--- src/logic/fels_cfg.svh ---
// constants for the flash erase/lock sequencer host
// assumes a 25 MHz aclk and a x16 parallel flash on the pins
`ifndef FELS_CFG_SVH
`define FELS_CFG_SVH
`define FELS_CMD_READ_ARRAY 8'hFF
`define FELS_CMD_READ_STATUS 8'h70
`define FELS_CMD_CLEAR_STATUS 8'h50
`define FELS_CMD_CHIP_ERASE 8'h30
`define FELS_CMD_CONFIRM 8'hD0
`define FELS_CMD_LOCK_SETUP 8'h60
`define FELS_CMD_LOCK_BLOCK 8'h01
`define FELS_CMD_LOCK_PERM 8'hF1
`define FELS_SR_READY 7
`define FELS_SR_ERASE_ERR 5
`define FELS_SR_LOCK_ERR 4
`define FELS_SR_SUPPLY_ERR 3
`define FELS_SR_PROTECT 1
`define FELS_REG_CTRL 4'h0
`define FELS_REG_ADDR 4'h1
`define FELS_REG_STAT 4'h2
`define FELS_REG_SR 4'h3
`define FELS_REG_DATA 4'h4
`define FELS_BUS_CYCLES 3'h3
`endif

--- src/logic/fels_pkg.sv ---
// types for the flash erase/lock sequencer host
// used with fels_cfg.svh
package fels_pkg;
  typedef enum logic [2:0] {
    OP_NONE = 3'h0,
    OP_CHIP_ERASE = 3'h1,
    OP_LOCK_BLOCK = 3'h2,
    OP_LOCK_PERM = 3'h3,
    OP_CLEAR_LOCKS = 3'h4,
    OP_CLEAR_STATUS = 3'h5,
    OP_READ_ARRAY = 3'h6
  } fels_op_t;
  typedef enum logic [2:0] {
    RES_OK = 3'h0,
    RES_SUPPLY = 3'h1,
    RES_PROTECT = 3'h2,
    RES_SEQUENCE = 3'h3,
    RES_OP_FAIL = 3'h4
  } fels_res_t;
endpackage

--- src/logic/fels_bus_cycle.sv ---
// one parallel bus cycle (write or read) on the flash pins
// assumes the flash meets its timing in FELS_BUS_CYCLES+1 clocks of strobe
`timescale 1ns/1ps
`include "fels_cfg.svh"
module fels_bus_cycle (
  input wire logic aclk,
  input wire logic aresetn,
  input wire logic start,
  input wire logic is_write,
  input wire logic [20:0] addr,
  input wire logic [15:0] wdata,
  input wire logic [15:0] dq_in,
  output logic [20:0] addr_pins,
  output logic [15:0] dq_out,
  output logic dq_oe,
  output logic ce_n,
  output logic we_n,
  output logic oe_n,
  output logic [15:0] rdata,
  output logic done
);
  logic [2:0] cnt;
  logic busy;
  // strobe low for a fixed count, data captured at the end
  always_ff @(posedge aclk) begin
    if (!aresetn) begin
      cnt <= 3'h0;
      busy <= 1'b0;
      done <= 1'b0;
      ce_n <= 1'b1;
      we_n <= 1'b1;
      oe_n <= 1'b1;
      dq_oe <= 1'b0;
      dq_out <= 16'h0000;
      addr_pins <= 21'h000000;
      rdata <= 16'h0000;
    end else begin
      done <= 1'b0;
      if (!busy && start) begin
        busy <= 1'b1;
        cnt <= 3'h0;
        addr_pins <= addr;
        dq_out <= wdata;
        dq_oe <= is_write;
        ce_n <= 1'b0;
        we_n <= !is_write;
        oe_n <= is_write;
      end else if (busy) begin
        cnt <= cnt + 3'h1;
        if (cnt == `FELS_BUS_CYCLES) begin
          // we_n rises before data is released, giving hold time
          busy <= 1'b0;
          done <= 1'b1;
          ce_n <= 1'b1;
          we_n <= 1'b1;
          oe_n <= 1'b1;
          rdata <= dq_in;
        end
      end else begin
        dq_oe <= 1'b0;
      end
    end
  end
endmodule

--- src/logic/fels_host.sv ---
// host sequencer: chip erase, lock set/clear, status check, read array
// assumes an AXI4-Lite master and a parallel flash on the pins
`timescale 1ns/1ps
`include "fels_cfg.svh"
module fels_host (
  input wire logic aclk,
  input wire logic aresetn,
  input wire logic [31:0] s_axi_awaddr,
  input wire logic s_axi_awvalid,
  output logic s_axi_awready,
  input wire logic [31:0] s_axi_wdata,
  input wire logic [3:0] s_axi_wstrb,
  input wire logic s_axi_wvalid,
  output logic s_axi_wready,
  output logic [1:0] s_axi_bresp,
  output logic s_axi_bvalid,
  input wire logic s_axi_bready,
  input wire logic [31:0] s_axi_araddr,
  input wire logic s_axi_arvalid,
  output logic s_axi_arready,
  output logic [31:0] s_axi_rdata,
  output logic [1:0] s_axi_rresp,
  output logic s_axi_rvalid,
  input wire logic s_axi_rready,
  output logic [20:0] flash_addr,
  output logic [15:0] flash_dq_out,
  output logic flash_dq_oe,
  input wire logic [15:0] flash_dq_in,
  output logic flash_ce_n,
  output logic flash_we_n,
  output logic flash_oe_n,
  output logic reset_powerdown_pin_n
);
  import fels_pkg::*;

  typedef enum logic [6:0] {
    ST_IDLE = 7'h01,
    ST_CMD1 = 7'h02,
    ST_CMD2 = 7'h04,
    ST_POLL_CMD = 7'h08,
    ST_POLL_RD = 7'h10,
    ST_CHECK = 7'h20,
    ST_DONE = 7'h40
  } fels_state_t;

  fels_state_t state;
  fels_op_t op;
  fels_res_t result;
  logic [20:0] target_addr, cyc_addr;
  logic [7:0] status_register;
  logic busy, error_pending, start_req, arm_done;
  logic [2:0] req_op;
  logic cyc_start, cyc_write, cyc_done;
  logic [15:0] cyc_wdata, cyc_rdata, array_data;
  logic aw_held, w_held;
  logic [3:0] aw_idx, w_strb;
  logic [31:0] w_data;

  // status evaluation in check order, reserved bit 0 never looked at
  function automatic fels_res_t evaluate(input logic [7:0] sr, input fels_op_t o);
    if (sr[`FELS_SR_SUPPLY_ERR]) return RES_SUPPLY;
    if (sr[`FELS_SR_PROTECT]) return RES_PROTECT;
    if (sr[`FELS_SR_ERASE_ERR] && sr[`FELS_SR_LOCK_ERR]) return RES_SEQUENCE;
    if (o == OP_LOCK_BLOCK || o == OP_LOCK_PERM) begin
      if (sr[`FELS_SR_LOCK_ERR]) return RES_OP_FAIL;
    end else if (sr[`FELS_SR_ERASE_ERR]) begin
      return RES_OP_FAIL;
    end
    return RES_OK;
  endfunction

  // AXI write channels accepted in either order
  always_ff @(posedge aclk) begin
    if (!aresetn) begin
      aw_held <= 1'b0;
      w_held <= 1'b0;
      aw_idx <= 4'h0;
      w_data <= 32'h00000000;
      w_strb <= 4'h0;
      s_axi_awready <= 1'b0;
      s_axi_wready <= 1'b0;
      s_axi_bvalid <= 1'b0;
      s_axi_bresp <= 2'h0;
    end else begin
      s_axi_awready <= !aw_held && !s_axi_awready && !s_axi_bvalid;
      s_axi_wready <= !w_held && !s_axi_wready && !s_axi_bvalid;
      if (s_axi_awvalid && s_axi_awready) begin
        aw_held <= 1'b1;
        aw_idx <= s_axi_awaddr[5:2];
      end
      if (s_axi_wvalid && s_axi_wready) begin
        w_held <= 1'b1;
        w_data <= s_axi_wdata;
        w_strb <= s_axi_wstrb;
      end
      if (aw_held && w_held) begin
        aw_held <= 1'b0;
        w_held <= 1'b0;
        s_axi_bvalid <= 1'b1;
        s_axi_bresp <= (aw_idx == `FELS_REG_CTRL || aw_idx == `FELS_REG_ADDR) ?
                       2'h0 : 2'h2;
      end else if (s_axi_bvalid && s_axi_bready) begin
        s_axi_bvalid <= 1'b0;
      end
    end
  end

  // register writes: control starts an op, address sets the target
  always_ff @(posedge aclk) begin
    if (!aresetn) begin
      start_req <= 1'b0;
      req_op <= 3'h0;
      target_addr <= 21'h000000;
      reset_powerdown_pin_n <= 1'b0;
    end else begin
      start_req <= 1'b0;
      if (aw_held && w_held && &w_strb) begin // whole-word writes only
        if (aw_idx == `FELS_REG_CTRL) begin
          reset_powerdown_pin_n <= !w_data[8];
          if (w_data[2:0] != 3'h0 && w_data[2:0] != 3'h7) begin
            start_req <= 1'b1;
            req_op <= w_data[2:0];
          end
        end else if (aw_idx == `FELS_REG_ADDR) begin
          target_addr <= w_data[20:0];
        end
      end
    end
  end

  // AXI read side, one word per register
  always_ff @(posedge aclk) begin
    if (!aresetn) begin
      s_axi_arready <= 1'b0;
      s_axi_rvalid <= 1'b0;
      s_axi_rdata <= 32'h00000000;
      s_axi_rresp <= 2'h0;
    end else begin
      s_axi_arready <= !s_axi_rvalid && !s_axi_arready;
      if (s_axi_arvalid && s_axi_arready) begin
        s_axi_rvalid <= 1'b1;
        s_axi_rresp <= 2'h0;
        case (s_axi_araddr[5:2])
          `FELS_REG_CTRL: s_axi_rdata <= {23'h000000, !reset_powerdown_pin_n, 5'h00, op};
          `FELS_REG_ADDR: s_axi_rdata <= {11'h000, target_addr};
          `FELS_REG_STAT: s_axi_rdata <= {27'h0000000, error_pending, result, busy};
          `FELS_REG_SR: s_axi_rdata <= {24'h000000, status_register};
          `FELS_REG_DATA: s_axi_rdata <= {16'h0000, array_data};
          default: begin
            s_axi_rdata <= 32'h00000000;
            s_axi_rresp <= 2'h2;
          end
        endcase
      end else if (s_axi_rvalid && s_axi_rready) begin
        s_axi_rvalid <= 1'b0;
      end
    end
  end

  // command sequencer
  always_ff @(posedge aclk) begin
    if (!aresetn) begin
      state <= ST_IDLE;
      op <= OP_NONE;
      result <= RES_OK;
      busy <= 1'b0;
      error_pending <= 1'b0;
      status_register <= 8'h00;
      array_data <= 16'h0000;
      cyc_start <= 1'b0;
      cyc_write <= 1'b0;
      cyc_wdata <= 16'h0000;
      cyc_addr <= 21'h000000;
      arm_done <= 1'b0;
    end else begin
      cyc_start <= 1'b0;
      case (state)
        ST_IDLE: begin
          // while an error is uncleared only clear status and read array are started
          if (start_req && reset_powerdown_pin_n &&
              (!error_pending || fels_op_t'(req_op) == OP_CLEAR_STATUS ||
               fels_op_t'(req_op) == OP_READ_ARRAY)) begin
            op <= fels_op_t'(req_op);
            busy <= 1'b1;
            state <= ST_CMD1;
            cyc_start <= 1'b1;
            cyc_write <= 1'b1;
            cyc_addr <= target_addr;
            case (fels_op_t'(req_op))
              OP_CHIP_ERASE: cyc_wdata <= {8'h00, `FELS_CMD_CHIP_ERASE};
              OP_LOCK_BLOCK, OP_LOCK_PERM, OP_CLEAR_LOCKS:
                cyc_wdata <= {8'h00, `FELS_CMD_LOCK_SETUP};
              OP_CLEAR_STATUS: cyc_wdata <= {8'h00, `FELS_CMD_CLEAR_STATUS};
              default: cyc_wdata <= {8'h00, `FELS_CMD_READ_ARRAY};
            endcase
          end
        end
        ST_CMD1: begin
          if (cyc_done) begin
            cyc_start <= 1'b1;
            if (op == OP_CLEAR_STATUS) begin
              error_pending <= 1'b0;
              status_register <= 8'h00;
              cyc_start <= 1'b0;
              state <= ST_DONE;
            end else if (op == OP_READ_ARRAY) begin
              cyc_write <= 1'b0;
              state <= ST_POLL_RD;
              arm_done <= 1'b1;
            end else begin
              state <= ST_CMD2;
              case (op)
                OP_LOCK_BLOCK: cyc_wdata <= {8'h00, `FELS_CMD_LOCK_BLOCK};
                OP_LOCK_PERM: cyc_wdata <= {8'h00, `FELS_CMD_LOCK_PERM};
                default: cyc_wdata <= {8'h00, `FELS_CMD_CONFIRM};
              endcase
            end
          end
        end
        ST_CMD2: begin
          // switch to status reads after confirm
          if (cyc_done) begin
            cyc_start <= 1'b1;
            cyc_wdata <= {8'h00, `FELS_CMD_READ_STATUS};
            state <= ST_POLL_CMD;
          end
        end
        ST_POLL_CMD: begin
          if (cyc_done) begin
            cyc_start <= 1'b1;
            cyc_write <= 1'b0;
            state <= ST_POLL_RD;
          end
        end
        ST_POLL_RD: begin
          if (cyc_done) begin
            if (arm_done) begin
              arm_done <= 1'b0;
              array_data <= cyc_rdata;
              state <= ST_DONE;
            end else if (cyc_rdata[`FELS_SR_READY]) begin
              // reserved bit dropped from the copy
              status_register <= {cyc_rdata[7:1], 1'b0};
              state <= ST_CHECK;
            end else begin
              cyc_start <= 1'b1;
            end
          end
        end
        ST_CHECK: begin
          // flags accumulate, so a result covers earlier ops too
          result <= evaluate(status_register, op);
          error_pending <= evaluate(status_register, op) != RES_OK;
          state <= ST_DONE;
        end
        ST_DONE: begin
          busy <= 1'b0;
          state <= ST_IDLE;
        end
        default: state <= ST_IDLE;
      endcase
    end
  end

  fels_bus_cycle u_cycle (
    .aclk(aclk), .aresetn(aresetn), .start(cyc_start), .is_write(cyc_write),
    .addr(cyc_addr), .wdata(cyc_wdata), .dq_in(flash_dq_in), .addr_pins(flash_addr),
    .dq_out(flash_dq_out), .dq_oe(flash_dq_oe), .ce_n(flash_ce_n), .we_n(flash_we_n),
    .oe_n(flash_oe_n), .rdata(cyc_rdata), .done(cyc_done)
  );
endmodule

--- config.mk ---
export PLATFORM = sky130hd
export DESIGN_NAME = fels_host
export DESIGN_NICKNAME = d
export VERILOG_FILES = /design/src/logic/fels_pkg.sv /design/src/logic/fels_bus_cycle.sv /design/src/logic/fels_host.sv
export VERILOG_INCLUDE_DIRS = /design/src /design/src/logic
export SDC_FILE = /design/constraint.sdc
export NUM_CORES = 1
export LEC_CHECK = 0
export BUFFER_PORTS_ARGS = -buffer_cell sky130_fd_sc_hd__buf_4
export CAP_MARGIN = 0
export CORE_UTILIZATION = 53
export CTS_CLUSTER_SIZE = 24
export DETAILED_ROUTE_END_ITERATION = 8
export GPL_ROUTABILITY_DRIVEN = 0
export PLACE_DENSITY = 0.79
export SYNTH_ARGS = -nofsm -noshare
export SYNTH_HDL_FRONTEND = slang
export SYNTH_SLANG_ARGS = --single-unit
--- constraint.sdc ---
create_clock -name aclk -period 2 [get_ports aclk]
set_input_delay 0.1 -clock aclk [delete_from_list [all_inputs] [get_ports aclk]]
set_output_delay 0.1 -clock aclk [all_outputs]
set_load 0.01 [all_outputs]
==> summary.md <==
| Metric | Value |
|---|---|
| CP max stage delay | `430 ps` |
| Worst Setup End Kind | `flip-flop` |
| # IOs | `206` |
| Layout cells sized above 1 | `18.7%` |
| Area Growth Syn to Fin | `29.0%` |
| Clock-pin slew on the worst setup and hold paths | `60 ps` |
| Port buffer count | `117` |
| Synth Instances | `972` |
| Tcrit/Tclk final | `94.7%` |
| Grt met3 use | `4.33%` |
| DR vias | `7381` |
| Routed wire length | `21400 um` |
| Status | `complete, no violations` |
| Row count | `44` |
| Hpwl dp | `13700 um` |
| Die area | `15900 um^2` |
| # nets final | `1265` |
| Number of buffers and inverters on the critical path | `1` |
| Clock Skew | `7.90 ps` |
| Max-cap violations | `0` |
| Pin count of the biggest net entering global routing | `85` |
| Vert. Die Dim | `126 um` |
| Crit Path Max Fanout | `10` |
| Setup Viol. Count Final | `0` |
| LEAKAGE | `4.02 nW` |
| Vias in the first global route | `6937` |
| Antenna-violating nets left | `0` |
| CORE AREA | `14800 um^2` |
| Final core utilization | `71.3%` |
| Inserted Clock Buffers | `21` |
| Post-synth EDFFs | `0` |
| Netlist cell types | `65` |
| Gr busiest metal | `met2` |
| Kind of critical path | `reg -> reg` |
| Peak supply drop | `628 uV` |
| DRT Pass-1 Iters | `5` |
| Met2 Resource Use GR | `44.2%` |
| Worst Hold Class | `in -> reg` |
| Clock Sink Count | `205` |
| Crit path max-delay cell type | `or3_4` |
| DR vias/cell | `5.52` |
| Critical Path Stages | `6` |
| Worst hold margin | `26.6 ps` |
| CTS Root Cell | `clkbuf_16` |
| Starting DRT DRC Count | `538` |
| Hold path cells | `4` |
| Final Hold Violating Endpoints | `0` |
| YS warnings | `0` |
| WL per Instance | `16.0 um` |
| Yosys reg bits | `205` |
| Post-synth ARST share | `0%` |
| Worst-Margin Slew | `509 ps` |
| Die W | `126 um` |
| Crit path required time | `2370 ps` |
| Fmax | `528 MHz` |
| Worst R2R Path Depth | `6` |
| Synthesized area | `8150 um^2` |
| H-Tree Depth | `1` |
| Worst path arrival time | `2260 ps` |
| Final min period | `1890 ps` |
| Gr ovfl total | `0` |
| Final worst setup slack | `105 ps` |
| Critical path, cell by cell | `or3_4 > nor4b_4 > buf_4 > nor3_1 > nor4_1 > nor3_1` |
| CP startpoint kind | `flip-flop` |
| Power Dens Cells | `804 nW/um^2` |
| Starting density of the core | `55.2%` |
| First-pass GRT wire length | `34400 um` |
| Antenna violations before repair | `0` |
| Top FF cell, synth | `dfxtp_1` |
| CTS tree | `built` |
| Pre-CTS WS | `124 ps` |
| Avg Inst Size Synth | `8.39 um^2` |
| CTS max path bufs | `3` |
| Clk_lat worst skew | `500 ps` |
| Grt met1 use | `34.9%` |
| Final Max Slew Viols | `0` |
| Delay-heaviest family, CP | `simple AND/OR/NAND/NOR gates` |
| Fill count | `1121` |
| Post-synthesis sequential area ratio | `50.4%` |
| DR DRC count | `0` |
| Most frequent CP cell | `nor3_1` |
| Tot GR Track Use | `26.7%` |
| Relative slew slack | `65.8%` |
-- path summary, 6_finish.rpt --
kind / to / slack (ps) / start
max reg2reg: cyc_wdata[7]$_SDFFE_PN0P_ / 110 / state[6]$_SDFFE_PN0P_
min: aw_idx[0]$_SDFFE_PN0P_ / 30 / s_axi_awvalid
min reg2reg: u_cycle.ce_n$_SDFFE_PN1P_ / 440 / u_cycle.ce_n$_SDFFE_PN1P_
max: cyc_wdata[7]$_SDFFE_PN0P_ / 110 / state[6]$_SDFFE_PN0P_
-- logic make-up after synthesis --
group | share of synthesized area [%]
other cells | 0.0460
simple gates | 22.8
fa+ha+maj | 0.307
buf+inv | 5.99
compound gates | 17.6
flops | 50.4
mux | 2.75
xor+xnor | 0.215
-- cells in the final DEF, fill, tap and decap left out, types with 11 or more instances in the layout --
master         synthesis  final
nand2_1              237    237
dfxtp_1              205    203
buf_4                 23    153
a21oi_1              145    145
nor2_1                63     63
dlygate4sd3_1          0     53
a22o_1                23     23
conb_1                 1     21
clkbuf_16              0     21
mux2i_1               19     19
nand3_1               18     18
nor3_1                18     17
a22oi_1               11     11
-- cells in the mapped netlist (all sizes together) (4+ instances only) --
cell type / instances / share of area [%]
mux2i: 19 / 2.3
nor2b: 5 / 0.38
a311oi: 4 / 0.43
or2: 5 / 0.38
clkbuf: 52 / 2.4
nor4: 12 / 1.3
nor2: 64 / 3.0
a2bb2oi: 4 / 0.43
a22oi: 11 / 1.0
inv: 11 / 0.51
nor3: 20 / 1.4
nor4b: 4 / 0.58
a22o: 23 / 2.5
dfxtp: 205 / 50
a31oi: 5 / 0.38
nand2b: 9 / 0.69
nand3b: 4 / 0.37
nand2: 238 / 11
buf: 34 / 3.1
nand3: 18 / 1.1
a222oi: 6 / 0.74
a21oi: 147 / 9.1
or3: 6 / 0.46
o21ai: 17 / 1.0
nor3b: 6 / 0.75
-- area by class of cell --
cell class | count | area, um^2 | share of cell area (%)
clock inverters | 7 | 97.6 | 0.928
clock buffers | 28 | 582 | 5.53
repair buffers | 211 | 1780 | 16.9
diodes | 1 | 2.50 | 0.0238
flip-flops and latches | 205 | 4110 | 39.0
well taps | 184 | 230 | 2.19
inverters | 11 | 43.8 | 0.416
multi-input cells | 690 | 3680 | 35.0
-- worst min-delay path, stage by stage --
cell and delay, ps:
buf_4 110, nand2_1 120, nand2_1 90, a21oi_1 60
-- routing by layer --
layer  routed length [um]  share of wire [%]
met1                 9200                 43
met2                10300                 48
met3                 1250                5.9
met4                  651                3.0
met5                    0                  0
-- where the power goes --
part	leakage (nW)	internal [W]	switching (W)
registers	1.66	0.00412	0.0000333
clock network	0.326	0.00230	0.00156
logic	2.03	0.000210	0.000230
total	4.02	0.00664	0.00182
-- repair_timing --
item	CTS	global route
hold endpoints to repair	55	0
resized for setup	0	7
hold buffers	53	0
endpoints found under the setup margin	0	5
buffers inserted	0	1
-- sequential cells by signal (all words and copies together), names as in the netlist, 3 cells and up --
signal / flops
cyc_wdata: 6
array_data: 16
state: 7
target_addr: 21
result: 3
u_cycle.rdata: 16
u_cycle.dq_out: 6
w_strb: 4
status_register: 7
req_op: 3
u_cycle.addr_pins: 21
s_axi_rdata: 21
u_cycle.cnt: 3
op: 3
w_data: 21
aw_idx: 4
cyc_addr: 21
-- through the flow --
stage                     setup TNS, ps  instance area [um^2]  std cells  total power [W]
after floorplan                       0                  8230        992          0.00444
after global placement                0                  9270       1247          0.00458
after detailed placement              0                  9270       1247          0.00459
after CTS                             0                 10500       1335          0.00849
after global routing              -34.5                 10500       1336          0.00871
final                                 0                 10500       1337          0.00846
Power figures use the tool's default switching activity.
